**src/inc/chg_params.svh**
```systemverilog
// Purpose: constants of the charger enable and gate drive block
// Assumes: 20 MHz system clock
// Notes: cycle counts follow from the times below at the system clock rate
`ifndef CHG_PARAMS_SVH
`define CHG_PARAMS_SVH

`define CHG_CLK_HZ 20000000
`define CHG_SETTLE_MS 500
`define CHG_SETTLE_CYC (`CHG_SETTLE_MS * (`CHG_CLK_HZ / 1000))
`define CHG_SETTLE_W 24
`define CHG_PULSE_NS 80
`define CHG_PULSE_CYC ((`CHG_PULSE_NS * (`CHG_CLK_HZ / 1000000) + 999) / 1000)
`define CHG_DEAD_NS 50
`define CHG_DEAD_CYC ((`CHG_DEAD_NS * (`CHG_CLK_HZ / 1000000) + 999) / 1000)
`define CHG_PH_W 4
`define CHG_FSW_LO_KHZ 300
`define CHG_FSW_HI_KHZ 500
`define CHG_PER_LO (`CHG_CLK_HZ / (`CHG_FSW_LO_KHZ * 1000))
`define CHG_PER_HI (`CHG_CLK_HZ / (`CHG_FSW_HI_KHZ * 1000))
`define CHG_PER_W 7
`define CHG_BOOTSTRAP_NODE_CYC 3'h3
`define CHG_SYNC_N 11
`define CHG_MODE_ADDR 8'h12
`define CHG_STAT_ADDR 8'h13
`define CHG_MODE_RST 16'h0001
`define CHG_STOP_BIT 0
`define CHG_FS_BIT 5
`define CHG_UNRDY_BIT 0
`define CHG_OFF_BIT 1

`endif

```
**src/inc/chg_pkg.sv**
```systemverilog
// Purpose: types of the charger enable and gate drive block
// Assumes: constants come from chg_params.svh
// Notes: one-hot gate sequencer states
`include "chg_params.svh"

package chg_pkg;

    typedef enum logic [4:0] {
        ST_OFF = 5'h01,
        ST_HS = 5'h02,
        ST_DT1 = 5'h04,
        ST_LS = 5'h08,
        ST_DT2 = 5'h10
    } chg_fsm_e;

    typedef logic [15:0] chg_word_t;

    typedef struct packed {
        chg_word_t mode;
        chg_word_t rdata;
        logic unready;
        logic off;
        logic en;
        logic bypass;
        logic [`CHG_PER_W-1:0] per;
        chg_fsm_e fsm;
        logic pulse;
        logic [2:0] bootstrap_node_cnt;
        logic hs;
        logic ls;
    } chg_state_s;

endpackage

```
**src/hw/chg_sync.sv**
```systemverilog
// Purpose: two-stage synchroniser for a group of pin levels
// Assumes: inputs are asynchronous levels
// Notes: first stage feeds only the second stage
`timescale 1ns/100ps
`default_nettype none

module chg_sync #(
    parameter int W = 1
) (
    input wire logic ref_clk_i,
    input wire logic rstn_i,
    input wire logic [W-1:0] d_i,
    output logic [W-1:0] q_o
);

    typedef struct packed {
        logic [W-1:0] s1;
        logic [W-1:0] s2;
    } chg_sync_s;

    chg_sync_s st;
    chg_sync_s nxt;

    always_comb
    begin
        nxt.s1 = d_i;
        nxt.s2 = st.s1;
    end

    always_ff @(posedge ref_clk_i)
    begin
        if (!rstn_i)
            st <= '0;
        else
            st <= nxt;
    end

    assign q_o = st.s2;

endmodule // chg_sync

`default_nettype wire

```
**src/hw/chg_timer.sv**
```systemverilog
// Purpose: loadable down counter with terminal flag
// Assumes: load value is the wanted cycle count minus one
// Notes: done_o is high while the count rests at zero
`timescale 1ns/100ps
`default_nettype none

module chg_timer #(
    parameter int CW = 4
) (
    input wire logic ref_clk_i,
    input wire logic rstn_i,
    input wire logic load_i,
    input wire logic [CW-1:0] load_val_i,
    output logic done_o
);

    typedef struct packed {
        logic [CW-1:0] cnt;
    } chg_tmr_s;

    chg_tmr_s st;
    chg_tmr_s nxt;

    always_comb
    begin
        nxt = st;
        if (load_i)
            nxt.cnt = load_val_i;
        else if (st.cnt != '0)
            nxt.cnt = st.cnt - 1'b1;
    end

    always_ff @(posedge ref_clk_i)
    begin
        if (!rstn_i)
            st <= '0;
        else
            st <= nxt;
    end

    assign done_o = (st.cnt == '0);

endmodule // chg_timer

`default_nettype wire

```
**src/hw/chg_ctrl.sv**
```systemverilog
// Purpose: charge enable qualification and gate drive sequencing
// Assumes: comparator inputs are asynchronous levels
// Notes: register port is a plain internal write/read strobe set
`timescale 1ns/100ps
`default_nettype none
`include "chg_params.svh"

module chg_ctrl
    import chg_pkg::*;
#(
    parameter int unsigned SETTLE_CYC = `CHG_SETTLE_CYC
) (
    input wire logic ref_clk_i,
    input wire logic rstn_i,
    input wire logic reg_wr_i,
    input wire logic [7:0] reg_addr_i,
    input wire logic [15:0] reg_wdata_i,
    output logic [15:0] reg_rdata_o,
    input wire logic adapter_detect_input_i,
    input wire logic gate_drive_ldo_ok_i,
    input wire logic aux_5v_ldo_ok_i,
    input wire logic charge_permit_pin_n_i,
    input wire logic thermal_shutdown_limit_i,
    input wire logic overcurrent_i,
    input wire logic thermistor_sense_ok_i,
    input wire logic bootstrap_low_i,
    input wire logic sync_threshold_above_i,
    input wire logic adapter_near_pack_i,
    input wire logic error_amp_above_ramp_i,
    output logic hs_gate_o,
    output logic ls_gate_o,
    output logic bypass_on_o,
    output logic charge_unready_flag_o,
    output logic charger_off_o,
    output logic charge_enable_o
);

    localparam chg_state_s ST_RST = '{
        mode: `CHG_MODE_RST,
        fsm: ST_OFF,
        unready: 1'b1,
        off: 1'b1,
        default: '0
    };

    chg_state_s st;
    chg_state_s nxt;

    logic [`CHG_SYNC_N-1:0] sync_q;
    logic det_s;
    logic ldo_s;
    logic aux_s;
    logic perm_n_s;
    logic thermal_shutdown_limit_s;
    logic ocp_s;
    logic therm_ok_s;
    logic bootstrap_node_s;
    logic syn_s;
    logic near_s;
    logic cmp_s;
    logic settle_done;
    logic settle_tmr_done;
    logic ph_load;
    logic [`CHG_PH_W-1:0] ph_val;
    logic ph_done;
    logic tick;
    logic run;
    logic refresh_req;

    chg_sync #(
        .W(`CHG_SYNC_N)
    ) u_sync (
        .ref_clk_i(ref_clk_i),
        .rstn_i(rstn_i),
        .d_i({adapter_detect_input_i, gate_drive_ldo_ok_i,
              aux_5v_ldo_ok_i, charge_permit_pin_n_i,
              thermal_shutdown_limit_i, overcurrent_i,
              thermistor_sense_ok_i, bootstrap_low_i,
              sync_threshold_above_i, adapter_near_pack_i,
              error_amp_above_ramp_i}),
        .q_o(sync_q)
    );

    assign {det_s, ldo_s, aux_s, perm_n_s, thermal_shutdown_limit_s, ocp_s,
            therm_ok_s, bootstrap_node_s, syn_s, near_s, cmp_s} = sync_q;

    // held loaded while no adapter, so each new detection restarts it
    chg_timer #(
        .CW(`CHG_SETTLE_W)
    ) u_settle (
        .ref_clk_i(ref_clk_i),
        .rstn_i(rstn_i),
        .load_i(!det_s),
        .load_val_i(`CHG_SETTLE_W'(SETTLE_CYC - 1)),
        .done_o(settle_tmr_done)
    );

    assign settle_done = det_s && settle_tmr_done;

    chg_timer #(
        .CW(`CHG_PH_W)
    ) u_phase (
        .ref_clk_i(ref_clk_i),
        .rstn_i(rstn_i),
        .load_i(ph_load),
        .load_val_i(ph_val),
        .done_o(ph_done)
    );

    assign tick = (st.per == '0);
    assign run = st.en;
    assign refresh_req = (st.bootstrap_node_cnt > `CHG_BOOTSTRAP_NODE_CYC);

    always_comb
    begin
        nxt = st;
        ph_load = 1'b0;
        ph_val = `CHG_PH_W'(`CHG_DEAD_CYC - 1);
        if (reg_wr_i && reg_addr_i == `CHG_MODE_ADDR)
            nxt.mode = reg_wdata_i;
        nxt.rdata = '0;
        if (reg_addr_i == `CHG_MODE_ADDR)
            nxt.rdata = st.mode;
        else if (reg_addr_i == `CHG_STAT_ADDR)
        begin
            nxt.rdata[`CHG_UNRDY_BIT] = st.unready;
            nxt.rdata[`CHG_OFF_BIT] = st.off;
        end
        nxt.unready = !det_s || !settle_done || !ldo_s || !aux_s;
        nxt.off = perm_n_s || st.mode[`CHG_STOP_BIT] || thermal_shutdown_limit_s
            || ocp_s || !therm_ok_s;
        nxt.en = !nxt.unready && !nxt.off;
        nxt.bypass = det_s && settle_done && !near_s;
        if (tick)
        begin
            if (st.mode[`CHG_FS_BIT])
                nxt.per = `CHG_PER_W'(`CHG_PER_HI - 1);
            else
                nxt.per = `CHG_PER_W'(`CHG_PER_LO - 1);
        end
        else
            nxt.per = st.per - 1'b1;
        // count switching cycles of high-side conduction with low bootstrap
        if (!bootstrap_node_s)
            nxt.bootstrap_node_cnt = '0;
        else if (st.fsm == ST_HS && tick && !refresh_req)
            nxt.bootstrap_node_cnt = st.bootstrap_node_cnt + 1'b1;
        unique case (st.fsm)
            ST_OFF:
            begin
                if (tick && run && cmp_s)
                    nxt.fsm = ST_HS;
            end
            ST_HS:
            begin
                // a full request keeps the high side on across periods until a bootstrap refresh is due
                if (!run || !cmp_s || refresh_req)
                begin
                    nxt.fsm = ST_DT1;
                    ph_load = 1'b1;
                end
            end
            ST_DT1:
            begin
                if (ph_done)
                begin
                    if (!run)
                        nxt.fsm = ST_OFF;
                    else
                    begin
                        nxt.fsm = ST_LS;
                        nxt.pulse = !syn_s || refresh_req;
                        if (nxt.pulse)
                        begin
                            ph_load = 1'b1;
                            ph_val = `CHG_PH_W'(`CHG_PULSE_CYC - 1);
                        end
                        if (refresh_req)
                            nxt.bootstrap_node_cnt = '0;
                    end
                end
            end
            ST_LS:
            begin
                if (st.pulse)
                begin
                    if (ph_done)
                        nxt.fsm = ST_OFF;
                end
                else if (tick || !run)
                begin
                    nxt.fsm = ST_DT2;
                    ph_load = 1'b1;
                end
            end
            ST_DT2:
            begin
                if (ph_done)
                begin
                    if (run && cmp_s)
                        nxt.fsm = ST_HS;
                    else
                        nxt.fsm = ST_OFF;
                end
            end
        endcase
        nxt.hs = (nxt.fsm == ST_HS);
        nxt.ls = (nxt.fsm == ST_LS);
    end

    always_ff @(posedge ref_clk_i)
    begin
        if (!rstn_i)
            st <= ST_RST;
        else
            st <= nxt;
    end

    assign reg_rdata_o = st.rdata;
    assign hs_gate_o = st.hs;
    assign ls_gate_o = st.ls;
    assign bypass_on_o = st.bypass;
    assign charge_unready_flag_o = st.unready;
    assign charger_off_o = st.off;
    assign charge_enable_o = st.en;
endmodule // chg_ctrl

`default_nettype wire

```
**config.mk**
```make
export PLATFORM = sky130hd
export DESIGN_NAME = chg_ctrl
export DESIGN_NICKNAME = d
export VERILOG_FILES = /design/src/inc/chg_pkg.sv /design/src/hw/chg_sync.sv /design/src/hw/chg_timer.sv /design/src/hw/chg_ctrl.sv
export VERILOG_INCLUDE_DIRS = /design/src /design/src/inc
export SDC_FILE = /design/constraint.sdc
export NUM_CORES = 1
export LEC_CHECK = 0
export BUFFER_PORTS_ARGS = -buffer_cell sky130_fd_sc_hd__buf_4
export CAP_MARGIN = 40
export CORE_ASPECT_RATIO = 1.75
export CORE_MARGIN = 3
export CORE_UTILIZATION = 25
export CTS_CLUSTER_SIZE = 14
export DETAILED_ROUTE_END_ITERATION = 8
export GPL_ROUTABILITY_DRIVEN = 0
export PLACE_DENSITY_LB_ADDON = 0.25
export SYNTH_ARGS = -nofsm -noshare
export SYNTH_HDL_FRONTEND = slang
export SYNTH_SLANG_ARGS = --single-unit
```
**constraint.sdc**
```tcl
create_clock -name ref_clk_i -period 2.4 [get_ports ref_clk_i]
set_input_delay 0.12 -clock ref_clk_i [delete_from_list [all_inputs] [get_ports ref_clk_i]]
set_output_delay 0.12 -clock ref_clk_i [all_outputs]
set_load 0.005 [all_outputs]
```
==> results.py <==
metrics = {
    "outcome": {
        "status": "complete, but fails checks",
        "violations": "hold timing",
    },
    "setup_path": {
        "rr_worst_depth": 7,
        "cp_slowest_stage_delay_ps": 580,
        "startpoint_type": "flip-flop",
        "crit_fanout": 6,
        "cp_data_arrival_time_ps": 2550,
        "crit_slowest_cell": "or4_4",
        "critPathCaptureType": "flip-flop",
        "cp.required_ps": 2650,
        "crit_chain": "inv_1 -> ha_1 -> or3b_4 -> or4_4 -> o32ai_4 -> o2111ai_2 -> a2111oi_2",
        "path_class": "reg2reg",
        "reg2reg_from": "st[11]$_SDFF_PN0_",
        "r2r_slack_ps": 100,
        "reg2reg_to": "ls_gate_o$_SDFF_PN0_",
    },
    "cells_and_area": {
        "area_growth_pct": 28.1,
        "fin_nets": 562,
        "layout.cells.most_common": "dfxtp_1",
        "n_antenna_cell": 0,
        "final_cell_mix": "dfxtp_1, buf_4, nor2_1",
        "final_area_mm2": 0.00548,
        "layout-drive-gt1-share_pct": 21.6,
    },
    "timing": {
        "setup_viol": 0,
        "final.setup_skew_ps": 11.7,
        "relSlewSlack_pct": 62.1,
        "fin_crit_ps": 2300,
        "hold_ws_ps": -4.95,
        "worst_slew_pin_slew_ps": 564,
        "setup_ws_ps": 99.4,
        "rsz0062_at_grt": "yes",
        "drv_slew": 0,
        "finalHoldViolations": 1,
        "fin_crit_sh_pct": 95.9,
        "max_freq_mhz": 435,
    },
    "logic_synthesis": {
        "synth-xor-area-share_pct": 3.07,
        "synth-seq-cells": 104,
        "yosys.area.top_type": "dfxtp_1",
        "synthesis.nets": 490,
        "async_reset_ff_share_pct": 0,
        "synth_top_family_by_area": "simple AND/OR/NAND/NOR gates",
        "synthDistinctLibCells": 57,
        "ys_seq_area_share_pct": 48.7,
        "synth_edf_count": 0,
        "netlist_area_mm2": 0.00428,
        "synth_fa_ha_area_share_pct": 1.76,
        "synthSimpleGateAreaFrac_pct": 22.6,
        "yosys-top-cells-area": "dfxtp_1, and2_1, mux2i_1",
        "synth_top_area_share_pct": 48.7,
        "syn_area_per_cell_um2": 9.59,
        "synth-compound-area-share_pct": 13.6,
        "yosys_warnings": 0,
        "synth-main-ff-cell": "dfxtp_1",
        "netlist_instances": 446,
        "synthMuxAreaShare_pct": 4.45,
    },
    "power": {
        "p_sw_share_pct": 27.5,
        "p_int_mw": 3.05,
        "combPwrFrac_pct": 16.8,
        "power_density_mw_per_mm2": 767,
        "power.leakage_nw": 2.21,
        "vdd_ir_drop_max_uv": 336,
        "clkPwrFrac_pct": 37.3,
        "total_power_mw": 4.20,
        "p_switching_mw": 1.16,
        "p_seq_share_pct": 45.9,
    },
    "clocking": {
        "clk_pin_slew_worst_paths_ps": 80,
        "cts_tree": "yes",
        "cts_sinks": 104,
        "cts_root_buf": "clkbuf_16",
        "htreeDepth": 3,
        "cts_setup_buffers": 0,
        "clk_latency_ps": 350,
        "cts_made_buffers": 9,
        "clock_path_buffers": 2,
    },
    "job": {
        "cap_viol_max_count": 0,
    },
    "drt": {
        "ant_nets": 0,
        "wl_um": 9960,
        "avgRoutedWirePerCell_um": 13.3,
        "first_pass_iters": 4,
        "viasPerCell": 4.57,
        "drcViolationCount": 0,
        "drt_iter0_drc": 175,
        "vias": 3417,
    },
    "floorplanning": {
        "start_util_pct": 25.8,
        "die_h_um": 179,
        "dieArea_mm2": 0.0188,
        "fp.dieW_um": 105,
        "num_rows": 62,
        "floorplan.core_area_mm2": 0.0166,
        "io_pins": 60,
    },
    "grt": {
        "antenna_found_initial": 0,
        "track_usage_pct": 11.0,
        "grt_pass1_vias": 3461,
        "grt_max_degree": 26,
        "grt_overflow": 0,
        "grt_pass1_wl_um": 16600,
    },
    "placement": {
        "placed_area_mm2": 0.00494,
        "io_buffers": 59,
        "pre_cts_slack_ps": -91.3,
        "post-dp-hpwl_um": 7250,
    },
    "hold_path": {
        "hold_path_startpoint": "reg_wdata_i[5]",
        "holdPathEnd": "st[43]$_SDFFE_PN0P_",
        "min_path_type": "in2reg",
        "hold_depth": 3,
    },
}
## worst max path at each step
stage | cells after the start | slack, ps | to | startpoint
2_1_floorplan | 8 | 130 | ls_gate_o$_SDFF_PN0_ | st[11]$_SDFF_PN0_
3_3_place_gp | 7 | 50 | ls_gate_o$_SDFF_PN0_ | st[11]$_SDFF_PN0_
3_5_place_dp | 7 | -90 | ls_gate_o$_SDFF_PN0_ | st[11]$_SDFF_PN0_
4_1_cts | 7 | 7 | ls_gate_o$_SDFF_PN0_ | st[11]$_SDFF_PN0_
5_1_grt | 7 | -8 | ls_gate_o$_SDFF_PN0_ | st[11]$_SDFF_PN0_
6_report | 7 | 100 | ls_gate_o$_SDFF_PN0_ | st[11]$_SDFF_PN0_
## synth_stat cells, types with 6 or more instances
cell / instances
ha_1: 6
nand2_1: 15
a31oi_1: 7
or3_1: 13
xnor2_1: 7
xor2_1: 8
clkbuf_1: 14
dfxtp_1: 104
and2_1: 39
nand3_1: 8
mux2i_1: 19
a21oi_1: 24
buf_4: 16
nor2_1: 41
nor3_1: 13
inv_1: 10
or4_1: 6
o21ai_0: 15
## power groups by stage
stage                     logic [mW]  clock network (mW)  registers (mW)
final                          0.708                1.57            1.93
after global routing           0.806                1.69            1.95
after CTS                      0.704                1.62            1.92
after detailed placement       0.659                   0            1.96
after global placement         0.639                   0            1.96
after floorplan                0.426                   0            1.94
## stage by stage
stage | TNS (ps) | util (%) | cells
after floorplan | 0 | - | 446
after global placement | 0 | 29.7 | 712
after detailed placement | -192 | 29.7 | 712
after CTS | 0 | 32.8 | 746
after global routing | -7.72 | 33.0 | 747
final | 0 | 33.0 | 747
## final cells by class
type	instances	area, um2
Fill cell	1754	11100
Sequential cell	104	2080
Multi-Input combinational cell	295	1970
Timing Repair Buffer	98	783
Tap cell	224	280
Clock buffer	9	225
Clock inverter	7	98.8
Inverter	10	37.5
## worst max-delay path: cells and delay by family, from the launching register on
family	cells	cell delay, ps
adder cells (fa/ha/maj)	1	170
buffers and inverters	1	60
AO/OA/AOI/OAI	3	650
AND/OR/NAND/NOR	2	980
flip-flops	1	330
## flip-flops by register name, summed over array words and instances, names as in the netlist, 4 cells and up
name	flops
u_phase.st	4
u_sync.q_o	11
u_sync.nxt	11
st	32
reg_rdata_o	16
u_settle.st	24
## logic make-up after synthesis
logic type	Yosys count
and+or+nand+nor	171
DFF	104
AOI/OAI and AO/OA	84
buffers and inverters	47
muxes	19
xor gates and xnor gates	15
adders and majority gates	6
## timing repair
| item | 4_1_cts | 5_1_grt |
|---|---|---|
| hold buffers | 18 | 1 |
| hold endpoints to repair | 18 | 1 |
| cloned | 0 | 0 |
| pin swaps | 0 | 5 |
| resized for setup | 2 | 4 |
| endpoints found under the setup margin | 3 | 5 |
## routing by layer
| metal | track usage (%) | vias up | part of all wire, % |
|---|---|---|---|
| met5 | 0 | - | 0 |
| met4 | 5.09 | 0 | 2.0 |
| met3 | 2.49 | 15 | 4.5 |
| met2 | 20.7 | 92 | 54 |
| met1 | 11.7 | 1614 | 39 |
| li1 | - | 1696 | - |
Note: power is estimated with default switching activity, not from simulation.
